### config.mk
export PLATFORM = sky130hd
export DESIGN_NAME = cfs_fault_supervisor
export DESIGN_NICKNAME = d
export VERILOG_FILES = /design/src/cfs_fault_supervisor.v
export VERILOG_INCLUDE_DIRS = /design/src /design/src/src
export SDC_FILE = /design/constraint.sdc
export NUM_CORES = 1
export LEC_CHECK = 0
export BUFFER_PORTS_ARGS = -buffer_cell sky130_fd_sc_hd__buf_2
export CAP_MARGIN = 10
export CORE_UTILIZATION = 64
export CTS_CLUSTER_DIAMETER = 200
export CTS_CLUSTER_SIZE = 24
export DETAILED_ROUTE_END_ITERATION = 10
export PLACE_DENSITY = 0.94
export SYNTH_ARGS = -nofsm -noshare
export SYNTH_HDL_FRONTEND = slang
export SYNTH_SLANG_ARGS = --single-unit
### constraint.sdc
create_clock -name clk -period 4.33 [get_ports clk]
set_input_delay 0.2165 -clock clk [delete_from_list [all_inputs] [get_ports clk]]
set_output_delay 0.2165 -clock clk [all_outputs]
set_load 0.05 [all_outputs]
### src/cfs_regs.vh
`ifndef CFS_REGS_VH
`define CFS_REGS_VH
// Clock and transmit-stuck timeout
`define CFS_CLK_PERIOD_NS 100
`define CFS_TX_STUCK_NS 360000
// 360000 ns over the 100 ns period is 3600 clocks
`define CFS_TX_STUCK_CYC 12'hE10
`define CFS_TX_CNT_W 12
// Serial frame layout, MSB first
`define CFS_FRAME_BITS 4'h8
`define CFS_HDR_BITS 4'h4
`define CFS_ADR_HI 7
`define CFS_ADR_LO 5
`define CFS_RW_BIT 4
`define CFS_RW_WRITE 1'b1
// Register addresses
`define CFS_ADR_MODE 3'h0
`define CFS_ADR_IO 3'h1
`define CFS_ADR_CAN 3'h2
`define CFS_ADR_INT 3'h3
// Mode control register fields
`define CFS_MODE_GFAULT 3
// I/O status register fields
`define CFS_IO_SUPLOW 0
// CAN status register fields (read) and control (write)
`define CFS_CAN_WAKE 3
`define CFS_CAN_TXSTUCK 2
`define CFS_CAN_DRIVER_THERMAL_FLAG 1
`define CFS_CAN_OVCUR 0
`define CFS_CAN_SLEEP 0
`define CFS_CAN_WAKE_EN 1
// Interrupt enable register fields
`define CFS_INT_SUPLOW 0
`define CFS_INT_TXSTUCK 1
`define CFS_INT_DRIVER_THERMAL_FLAG 2
`define CFS_INT_OVCUR 3
// Reset values
`define CFS_RST_INT_EN 4'h0
`define CFS_RST_CAN_SLEEP 1'b0
`define CFS_RST_WAKE_EN 1'b0
`endif

### src/cfs_fault_supervisor.v
// Contract
// RULE1 - With an external ballast, the supply-low flag sets whenever the peripheral supply is below its threshold.
// RULE2 - A supply-low event raises an interrupt when that source is enabled.
// RULE3 - While the supply is flagged low the CAN driver and receiver stay off.
// RULE4 - Without ballast, a main regulator undervoltage drives reset mode and sets the supply-low flag.
// RULE5 - Transmit input held low past the timeout is a stuck fault that disables the driver.
// RULE6 - The driver returns by itself as soon as the transmit input goes high.
// RULE7 - The stuck flag sits at D2 of the CAN status register and clears only on a read after the fault ends.
// RULE8 - A stuck fault also sets the global fault flag and may raise an enabled interrupt.
// RULE9 - Driver overtemperature disables the driver and sets the thermal and global fault flags.
// RULE10 - An enabled thermal interrupt is signalled on an overtemperature event.
// RULE11 - No transmit during overtemperature; the driver returns when the condition ends.
// RULE12 - The thermal flag clears only on a CAN status read after the condition ends.
// RULE13 - Bus overcurrent sets its flag and the global fault flag and may raise an enabled interrupt.
// RULE14 - The overcurrent flag clears only on a CAN status read after the condition ends.
// RULE15 - A serial frame is one byte, MSB first: 3-bit address, read/write bit, 4-bit data.
// RULE16 - The wake flag sets on a bus wake-up and clears only on a read with the CAN in normal mode.
// RULE17 - The interrupt pulses when an enabled flag becomes newly set; disabled sources only update flags.
`timescale 1ns/1ps
`include "cfs_regs.vh"

module cfs_fault_supervisor (
  // Clock, reset, enable
  input wire clk,
  input wire rst,
  input wire ce,
  // Serial control port
  input wire spi_cs_n,
  input wire spi_sck,
  input wire spi_mosi,
  output reg spi_miso_r,
  // Supply monitors
  input wire ballast_used,
  input wire periph_supply_below,
  input wire main_reg_uv,
  // CAN fault and wake inputs
  input wire tx_in,
  input wire drv_overtemp,
  input wire bus_overcurrent,
  input wire bus_wake_event,
  // Control outputs
  output reg can_drv_en_r,
  output reg can_rx_en_r,
  output reg reset_mode_r,
  output reg int_pulse_r,
  output reg global_fault_r
);

  localparam [`CFS_TX_CNT_W-1:0] TX_STUCK_CYC = `CFS_TX_STUCK_CYC;

  // Read nibble of a register
  function [3:0] rd_nib;
    input [2:0] adr;
    input gf;
    input sl;
    input [3:0] canf;
    input [3:0] ien;
    begin
      case (adr)
        `CFS_ADR_MODE: rd_nib = {gf, 3'h0};
        `CFS_ADR_IO: rd_nib = {3'h0, sl};
        `CFS_ADR_CAN: rd_nib = canf;
        `CFS_ADR_INT: rd_nib = ien;
        default: rd_nib = 4'h0;
      endcase
    end
  endfunction

  // Latched flag: a set in the clearing cycle wins
  function latch_nxt;
    input cur;
    input set;
    input clr;
    begin
      latch_nxt = set | (cur & ~clr);
    end
  endfunction

  // Completed frame aimed at one address in one direction
  function frame_hit;
    input done;
    input [2:0] adr;
    input wr;
    input [2:0] want_adr;
    input want_wr;
    begin
      frame_hit = done & (adr == want_adr) & (wr == want_wr);
    end
  endfunction

  // Serial port state
  reg sck_q_r;
  reg cs_q_r;
  reg [3:0] bit_cnt_r;
  reg [7:0] shift_r;
  reg [3:0] out_sh_r;
  // Configuration
  reg [3:0] int_en_r;
  reg can_sleep_r;
  reg wake_en_r;
  // Fault state
  reg [`CFS_TX_CNT_W-1:0] tx_cnt_r;
  reg tx_stuck_r;
  reg sup_low_flag_r;
  reg txs_flag_r;
  reg driver_thermal_flag_flag_r;
  reg ovc_flag_r;
  reg wake_flag_r;
  // Next values
  reg [3:0] int_en_nxt;
  reg can_sleep_nxt;
  reg wake_en_nxt;
  reg [`CFS_TX_CNT_W-1:0] tx_cnt_nxt;
  reg tx_stuck_nxt;
  reg sup_low_flag_nxt;
  reg txs_flag_nxt;
  reg driver_thermal_flag_flag_nxt;
  reg ovc_flag_nxt;
  reg wake_flag_nxt;
  reg global_fault_nxt;
  reg can_drv_en_nxt;
  reg can_rx_en_nxt;
  reg reset_mode_nxt;
  reg int_pulse_nxt;

  wire sck_rise = spi_sck & ~sck_q_r & ~spi_cs_n;
  wire sck_fall = ~spi_sck & sck_q_r & ~spi_cs_n;
  wire frame_end = spi_cs_n & ~cs_q_r & (bit_cnt_r == `CFS_FRAME_BITS);
  wire [2:0] fr_adr = shift_r[`CFS_ADR_HI:`CFS_ADR_LO];
  wire fr_wr = shift_r[`CFS_RW_BIT] == `CFS_RW_WRITE;
  wire [3:0] fr_dat = shift_r[3:0];
  wire rd_io = frame_hit(frame_end, fr_adr, fr_wr, `CFS_ADR_IO, ~`CFS_RW_WRITE);
  wire rd_can = frame_hit(frame_end, fr_adr, fr_wr, `CFS_ADR_CAN, ~`CFS_RW_WRITE);
  wire rd_mode = frame_hit(frame_end, fr_adr, fr_wr, `CFS_ADR_MODE, ~`CFS_RW_WRITE);
  wire wr_can = frame_hit(frame_end, fr_adr, fr_wr, `CFS_ADR_CAN, `CFS_RW_WRITE);
  wire wr_int = frame_hit(frame_end, fr_adr, fr_wr, `CFS_ADR_INT, `CFS_RW_WRITE);
  // After the 4th bit the address sits in bits 3..1, read/write in bit 0
  wire [2:0] hdr_adr = shift_r[3:1];

  // Supply conditions: ballast compares its own supply, else main regulator
  wire sup_low_cond = ballast_used ? periph_supply_below : main_reg_uv;
  wire can_fail_cond = tx_stuck_r | drv_overtemp | bus_overcurrent;
  // CAN side off while asleep or while the supply is low or flagged low
  wire can_off = can_sleep_r | sup_low_cond | sup_low_flag_r;

  wire [3:0] can_flags = {wake_flag_r, txs_flag_r, driver_thermal_flag_flag_r, ovc_flag_r};
  // Read nibble of the register named in the header
  wire [3:0] rd_val = rd_nib(hdr_adr, global_fault_r, sup_low_flag_r, can_flags, int_en_r);
  // Wake caught only while asleep with wake enabled; clear needs normal mode
  wire wake_set = bus_wake_event & can_sleep_r & wake_en_r;
  wire wake_clr = rd_can & ~can_sleep_r;

  // Serial frame shifter
  always @(posedge clk or posedge rst) begin
    if (rst) begin
      sck_q_r <= 1'b0;
      cs_q_r <= 1'b1;
      bit_cnt_r <= 4'h0;
      shift_r <= 8'h00;
      out_sh_r <= 4'h0;
      spi_miso_r <= 1'b0;
    end else if (ce) begin
      sck_q_r <= spi_sck;
      cs_q_r <= spi_cs_n;
      if (spi_cs_n) begin
        bit_cnt_r <= 4'h0;
        spi_miso_r <= 1'b0;
      end else begin
        // RULE15 MSB first shift
        if (sck_rise) begin
          shift_r <= {shift_r[6:0], spi_mosi};
          // Counts on to nine so an overlong frame is refused
          if (bit_cnt_r != `CFS_FRAME_BITS + 4'h1)
            bit_cnt_r <= bit_cnt_r + 4'h1;
        end
        // Load read nibble once the header is in, then shift it out
        if (sck_fall && bit_cnt_r == `CFS_HDR_BITS) begin
          spi_miso_r <= rd_val[3];
          out_sh_r <= {rd_val[2:0], 1'b0};
        end else if (sck_fall && bit_cnt_r > `CFS_HDR_BITS && bit_cnt_r < `CFS_FRAME_BITS) begin
          spi_miso_r <= out_sh_r[3];
          out_sh_r <= {out_sh_r[2:0], 1'b0};
        end
      end
    end
  end

  // Configuration written over the serial port
  always @* begin
    int_en_nxt = int_en_r;
    can_sleep_nxt = can_sleep_r;
    wake_en_nxt = wake_en_r;
    if (wr_int)
      int_en_nxt = fr_dat;
    if (wr_can) begin
      can_sleep_nxt = fr_dat[`CFS_CAN_SLEEP];
      wake_en_nxt = fr_dat[`CFS_CAN_WAKE_EN];
    end
  end

  // Configuration registers
  always @(posedge clk or posedge rst) begin
    if (rst) begin
      int_en_r <= `CFS_RST_INT_EN;
      can_sleep_r <= `CFS_RST_CAN_SLEEP;
      wake_en_r <= `CFS_RST_WAKE_EN;
    end else if (ce) begin
      int_en_r <= int_en_nxt;
      can_sleep_r <= can_sleep_nxt;
      wake_en_r <= wake_en_nxt;
    end
  end

  // Transmit dominant timeout
  always @* begin
    tx_cnt_nxt = tx_cnt_r;
    tx_stuck_nxt = tx_stuck_r;
    // RULE6 release on high
    if (tx_in) begin
      tx_cnt_nxt = {`CFS_TX_CNT_W{1'b0}};
      tx_stuck_nxt = 1'b0;
    end else if (tx_cnt_r != TX_STUCK_CYC) begin
      tx_cnt_nxt = tx_cnt_r + {{(`CFS_TX_CNT_W-1){1'b0}}, 1'b1};
    end else begin
      // RULE5 timeout reached
      tx_stuck_nxt = 1'b1;
    end
  end

  // Timeout counter and stuck state
  always @(posedge clk or posedge rst) begin
    if (rst) begin
      tx_cnt_r <= {`CFS_TX_CNT_W{1'b0}};
      tx_stuck_r <= 1'b0;
    end else if (ce) begin
      tx_cnt_r <= tx_cnt_nxt;
      tx_stuck_r <= tx_stuck_nxt;
    end
  end

  // Next flag values: a set in the clearing cycle wins
  always @* begin
    // RULE1 RULE4 supply low
    sup_low_flag_nxt = latch_nxt(sup_low_flag_r, sup_low_cond, rd_io);
    // RULE7 stuck flag
    txs_flag_nxt = latch_nxt(txs_flag_r, tx_stuck_r, rd_can);
    // RULE9 RULE12 thermal flag
    driver_thermal_flag_flag_nxt = latch_nxt(driver_thermal_flag_flag_r, drv_overtemp, rd_can);
    // RULE13 RULE14 overcurrent flag
    ovc_flag_nxt = latch_nxt(ovc_flag_r, bus_overcurrent, rd_can);
    // RULE16 wake flag
    wake_flag_nxt = latch_nxt(wake_flag_r, wake_set, wake_clr);
    // RULE8 RULE9 RULE13 global fault
    global_fault_nxt = latch_nxt(global_fault_r, can_fail_cond, rd_mode);
  end

  // Latched flags
  always @(posedge clk or posedge rst) begin
    if (rst) begin
      sup_low_flag_r <= 1'b0;
      txs_flag_r <= 1'b0;
      driver_thermal_flag_flag_r <= 1'b0;
      ovc_flag_r <= 1'b0;
      wake_flag_r <= 1'b0;
      global_fault_r <= 1'b0;
    end else if (ce) begin
      sup_low_flag_r <= sup_low_flag_nxt;
      txs_flag_r <= txs_flag_nxt;
      driver_thermal_flag_flag_r <= driver_thermal_flag_flag_nxt;
      ovc_flag_r <= ovc_flag_nxt;
      wake_flag_r <= wake_flag_nxt;
      global_fault_r <= global_fault_nxt;
    end
  end

  // Sources whose flag is about to rise
  wire [3:0] new_set = {bus_overcurrent & ~ovc_flag_r, drv_overtemp & ~driver_thermal_flag_flag_r,
                        tx_stuck_r & ~txs_flag_r, sup_low_cond & ~sup_low_flag_r};

  // Next driver, receiver, reset mode and interrupt
  always @* begin
    // RULE3 RULE5 RULE9 RULE11 driver gating
    can_drv_en_nxt = ~can_off & ~tx_stuck_r & ~drv_overtemp;
    // RULE3 receiver gating
    can_rx_en_nxt = ~can_off;
    // RULE4 reset mode
    reset_mode_nxt = ~ballast_used & main_reg_uv;
    // RULE2 RULE10 RULE17 masked pulse
    int_pulse_nxt = |(new_set & int_en_r);
  end

  // Driver, receiver, reset mode and interrupt outputs
  always @(posedge clk or posedge rst) begin
    if (rst) begin
      can_drv_en_r <= 1'b0;
      can_rx_en_r <= 1'b0;
      reset_mode_r <= 1'b0;
      int_pulse_r <= 1'b0;
    end else if (ce) begin
      can_drv_en_r <= can_drv_en_nxt;
      can_rx_en_r <= can_rx_en_nxt;
      reset_mode_r <= reset_mode_nxt;
      int_pulse_r <= int_pulse_nxt;
    end
  end

endmodule // cfs_fault_supervisor

# == Yosys cells after proc, flatten, opt, wreduce, memory -nomap -nowiden ==
# Index checks and enable logic that the tools add are counted.
# totals
output_inout_bits,6
regBits,48
input_bits,13
word_cells,129
# classes
addsub,2
eq_ne,11
reduce_logical,19
magnitude_cmp,2
bitwise_logic,60
n_mux,14
# op_table
op,n
$and 1x1->1,31
$mux 12,2
$mux 4,5
$not 1->1,18
$pmux 4 s4,1
$add 12x1->12 const B,1
$eq 3x2->1 const B,4
$ne 12x12->1 const B,1
$or 1x1->1,10
$reduce_and 2->1,5
$reduce_and 3->1,3
$reduce_bool 2->1,4
$eq 3x1->1 const B,2
$logic_not 3->1,2
$mux 1,6
$add 4x1->4 const B,1
$and 4x4->4,1
$eq 4x3->1 const B,1
$eq 4x4->1 const B,1
$gt 4x3->1 const B,1
$lt 4x4->1 const B,1
$ne 4x4->1 const B,1
$reduce_or 4->1,1
$logic_and 1x1->1,3
other kinds (2),2

# == Depth between registers and ports, before layout ==
# depth
depth_word,9
depth_mapped,6
ltp_nobuf,6

# == Least setup slack after synthesis ==
# Ideal clock, no wire load.
# synth_path
path_type,reg2reg
startpoint,reg bit_cnt_r[0]
endpoint,reg can_sleep_r
path_buffers,0
stages_incl_launch_ff,7
synth_period_minus_slack_ns,1.706
setup_ns,0.128
t_arrival_ns,1.578
required_time_ns,4.202
setup_slack_ns,2.624
path_cell_list,dfrtp_1 inv_1 ha_1 and4b_1 nand4b_2 nor3b_2 mux2_1
# synth_via
elab_chain_cells,5
# synth_rtl
item,line,source
from (decl),cfs_fault_supervisor.v:94,reg [3:0] bit_cnt_r;
from (signal assigned),cfs_fault_supervisor.v:174,bit_cnt_r <= bit_cnt_r + 4'h1;
$eq 4x4->1 (no line),-,
$and 1x1->1,cfs_fault_supervisor.v:128,wire frame_end = spi_cs_n & ~cs_q_r & (bit_cnt_r == `CFS_FRAME_BITS);
$and 1x1->1 (2 in series),cfs_fault_supervisor.v:87,frame_hit = done & (adr == want_adr) & (wr == want_wr);
$reduce_and 2->1 (no line),-,
to (signal assigned),cfs_fault_supervisor.v:205,can_sleep_r <= `CFS_RST_CAN_SLEEP;
to (signal assigned),cfs_fault_supervisor.v:209,can_sleep_r <= can_sleep_nxt;
to (decl),cfs_fault_supervisor.v:99,reg can_sleep_r;
# Every way passes these cells.
# A chain may end at the register's enable or synchronous reset.

# == Worst setup path after layout ==
# layout_path
startpoint,reg bit_cnt_r[0]
endpoint,reg wake_en_r
# layout_via
elab_chain_cells,5
# layout_rtl
item,line,source
$eq 4x4->1 (no line),-,
$and 1x1->1,cfs_fault_supervisor.v:128,
$and 1x1->1 (2 in series),cfs_fault_supervisor.v:87,
$reduce_and 2->1 (no line),-,
to (signal assigned),cfs_fault_supervisor.v:206,wake_en_r <= `CFS_RST_WAKE_EN;
to (signal assigned),cfs_fault_supervisor.v:210,wake_en_r <= wake_en_nxt;
to (decl),cfs_fault_supervisor.v:100,reg wake_en_r;
# Every way passes these cells.

==> results.json <==
{
  "post_cts_buffers": 0,
  "cts_resized": 0,
  "status": "finished clean",
  "finalSetupViolCount": 0,
  "synth_flop_cell": "dfrtp_1",
  "final_common_cell": "dfrtp_1",
  "worstPathArrival_ns": 2.14,
  "routedWlPerCell_um": 17.8,
  "grt_overflow": 0,
  "clk_pin_slew_ns": 0.08,
  "worstHoldPathType": "input port to asynchronous set/reset pin",
  "dr.pass1.iters": 6,
  "cts_buffers": 5,
  "finalWorstPathRequiredPeriod_ns": 1.96,
  "cts_root_buf": "clkbuf_8",
  "ios": 19,
  "fp.dieW_um": 63.3,
  "ctsHoldBuffers": 0,
  "track_usage_pct": 29.3,
  "p_seq_share_pct": 51.6,
  "antenna_cells": 0,
  "insertion_delay_ns": 0.30,
  "p_comb_share_pct": 14.3,
  "synth-seq-area-share_pct": 49.0,
  "cts_tree": "done",
  "port-buffer-count": 18,
  "stdcell_area_sq_um": 2660,
  "yosys_warnings": 0,
  "ys_ff_latch": 47,
  "start_kind": "flip-flop",
  "synthCells": 218,
  "synth_edf_count": 0,
  "drive_gt1_share_pct": 18.5,
  "p_per_area_nw_per_um2": 412,
  "p_sw_uw": 303,
  "skew_ns": 0.00485,
  "synth.avg_cell_area_sq_um": 11.0,
  "synth_cell_types": 57,
  "p_leak_uw": 0.00129,
  "clock-sinks": 47,
  "initial_core_util_pct": 69.3,
  "synth_nets": 236,
  "maxCapViolCount": 0,
  "drtIter0Drc": 154,
  "grt_max_degree": 48,
  "fin_crit_sh_pct": 45.3,
  "async_flop_share_pct": 100,
  "drc": 0,
  "dieArea_sq_um": 4010,
  "row_count": 21,
  "p_sw_share_pct": 27.7,
  "synth_area_sq_um": 2400,
  "timing.fmax_mhz": 509,
  "dp_hpwl_mm": 3.60,
  "hold_viol": 0,
  "cp_max_fo": 4,
  "dpl_cell_area_sq_um": 2520,
  "gp_congestion": 0.916,
  "fin_nets": 255,
  "worstMarginPinSlew_ns": 0.936,
  "fin_setup_tns_ns": 0,
  "area_growth_pct": 10.5,
  "grt_pass1_wl_mm": 8.91,
  "setup.worst_path.class": "flip-flop to flip-flop",
  "antenna_left": 0,
  "vias": 1825,
  "avgViaCountPerCell": 6.43,
  "internal_power_uw": 791,
  "clockBufferDepth": 2,
  "grt_pass1_vias": 1864,
  "finalMaxSlewViolations": 0,
  "rsz0062_at_grt": "false",
  "peakVddDrop_v": 0.000350,
  "cp.required_ns": 4.51,
  "wl_mm": 5.07,
  "htreeDepth": 2,
  "core_area_sq_um": 3470,
  "mostFrequentLayoutCells": "dfrtp_1, buf_2, nand2_1",
  "antenna_found_initial": 0,
  "die_y_um": 63.3,
  "critPathCaptureType": "flip-flop",
  "rr_worst_depth": 6,
  "p_clk_share_pct": 34.1,
  "relSlewSlack_pct": 37.5
}
[synth_stat cells (2+ instances only)]
cell type | instances | share of area, %
nand2b_1 | 2 | 0.52
and2_1 | 3 | 0.78
mux2i_1 | 6 | 2.5
and3_1 | 3 | 0.78
nand4_1 | 5 | 1.3
nand3_1 | 8 | 1.7
o21ai_1 | 2 | 0.42
o21ai_0 | 8 | 1.7
ha_1 | 5 | 2.6
o2bb2ai_1 | 4 | 1.5
a41o_1 | 2 | 0.83
dfrtp_1 | 46 | 48
buf_2 | 2 | 0.42
or4_1 | 2 | 0.62
and4_1 | 2 | 0.73
and4bb_2 | 2 | 1.0
clkbuf_1 | 2 | 0.31
o22ai_1 | 2 | 0.52
mux2_1 | 15 | 7.0
inv_1 | 8 | 1.2
nand2_1 | 16 | 2.5
mux2_2 | 5 | 2.3
nor2b_1 | 4 | 1.0
nand3b_1 | 2 | 0.62
o21a_1 | 2 | 0.62
nor3_1 | 6 | 1.2
a21oi_1 | 4 | 0.83
a22o_1 | 5 | 1.8
xor2_1 | 2 | 0.73
a31oi_1 | 4 | 1.0
nor2_1 | 13 | 2.0
[metrics by stage]
stage	hold slack (ns)	total power, uW	worst slack [ns]	util, %	cells
4_1_cts	0.129	1100	2.40	76.6	284
3_3_place_gp	0.431	712	2.54	72.8	276
2_1_floorplan	0.351	672	2.62	-	218
6_report	0.124	1090	2.37	76.6	284
3_5_place_dp	0.443	725	2.40	72.8	276
5_1_grt	0.134	1150	2.25	76.6	284
[cell families after synthesis]
family / after synthesis / synth area share [%]
AND/OR/NAND/NOR: 81 / 20.7
flip-flops: 47 / 49.0
AO/OA/AOI/OAI: 41 / 12.2
multiplexers: 26 / 11.9
buffers and inverters: 15 / 2.60
adder cells (fa/ha/maj): 5 / 2.60
XOR/XNOR: 3 / 1.09
[worst max-delay path, stage by stage, from the launching register on]
cell and delay [ns]:
dfrtp_1 0.43, inv_1 0.12, ha_1 0.19, and4b_1 0.28, nand4b_2 0.17, nor3b_2 0.27
mux2_1 0.38
[layout make-up]
class,count,area (sq um)
Timing Repair Buffer,18,90.1
Fill cell,227,812
Multi-Input combinational cell,156,1160
Tap cell,46,57.6
Clock buffer,6,72.6
Sequential cell,47,1180
Inverter,9,33.8
Clock inverter,2,60.1
[state kept, by name (all words and copies together), names as in the netlist, 3 cells and up]
name and flops:
tx_cnt_r 12, shift_r 8, bit_cnt_r 4, int_en_r 4, out_sh_r 3
[power by group through the flow]
| stage | logic (uW) | clock network, uW | registers, uW |
|---|---|---|---|
| finish | 157 | 373 | 565 |
| global route | 181 | 390 | 575 |
| CTS | 157 | 378 | 563 |
| detailed placement | 154 | 0 | 571 |
| global placement | 148 | 0 | 565 |
| floorplan | 132 | 0 | 541 |
[per-layer routing]
metal / part of all wire, % / wire length (um) / up-vias / global-route usage [%]
met2: 48 / 2430 / 71 / 45.6
met4: 2.0 / 102 / 0 / 12.2
li1: - / - / 841 / -
met5: 0 / 0 / - / 0
met1: 44 / 2230 / 901 / 40.3
met3: 5.9 / 301 / 12 / 5.43
[worst paths after layout]
check / end / start / slack [ns]
worst max-delay path: wake_en_r / bit_cnt_r[0] / 2.37
min in group clk: shift_r[0] / spi_mosi / 0.13
worst max register to register: wake_en_r / bit_cnt_r[0] / 2.37
worst min-delay path: shift_r[6] / rst / 0.12
worst min register to register: spi_miso_r / spi_miso_r / 0.48
max in group asynchronous: bit_cnt_r[1] / rst / 3.62
No activity file was read; power rests on OpenSTA's default activity.
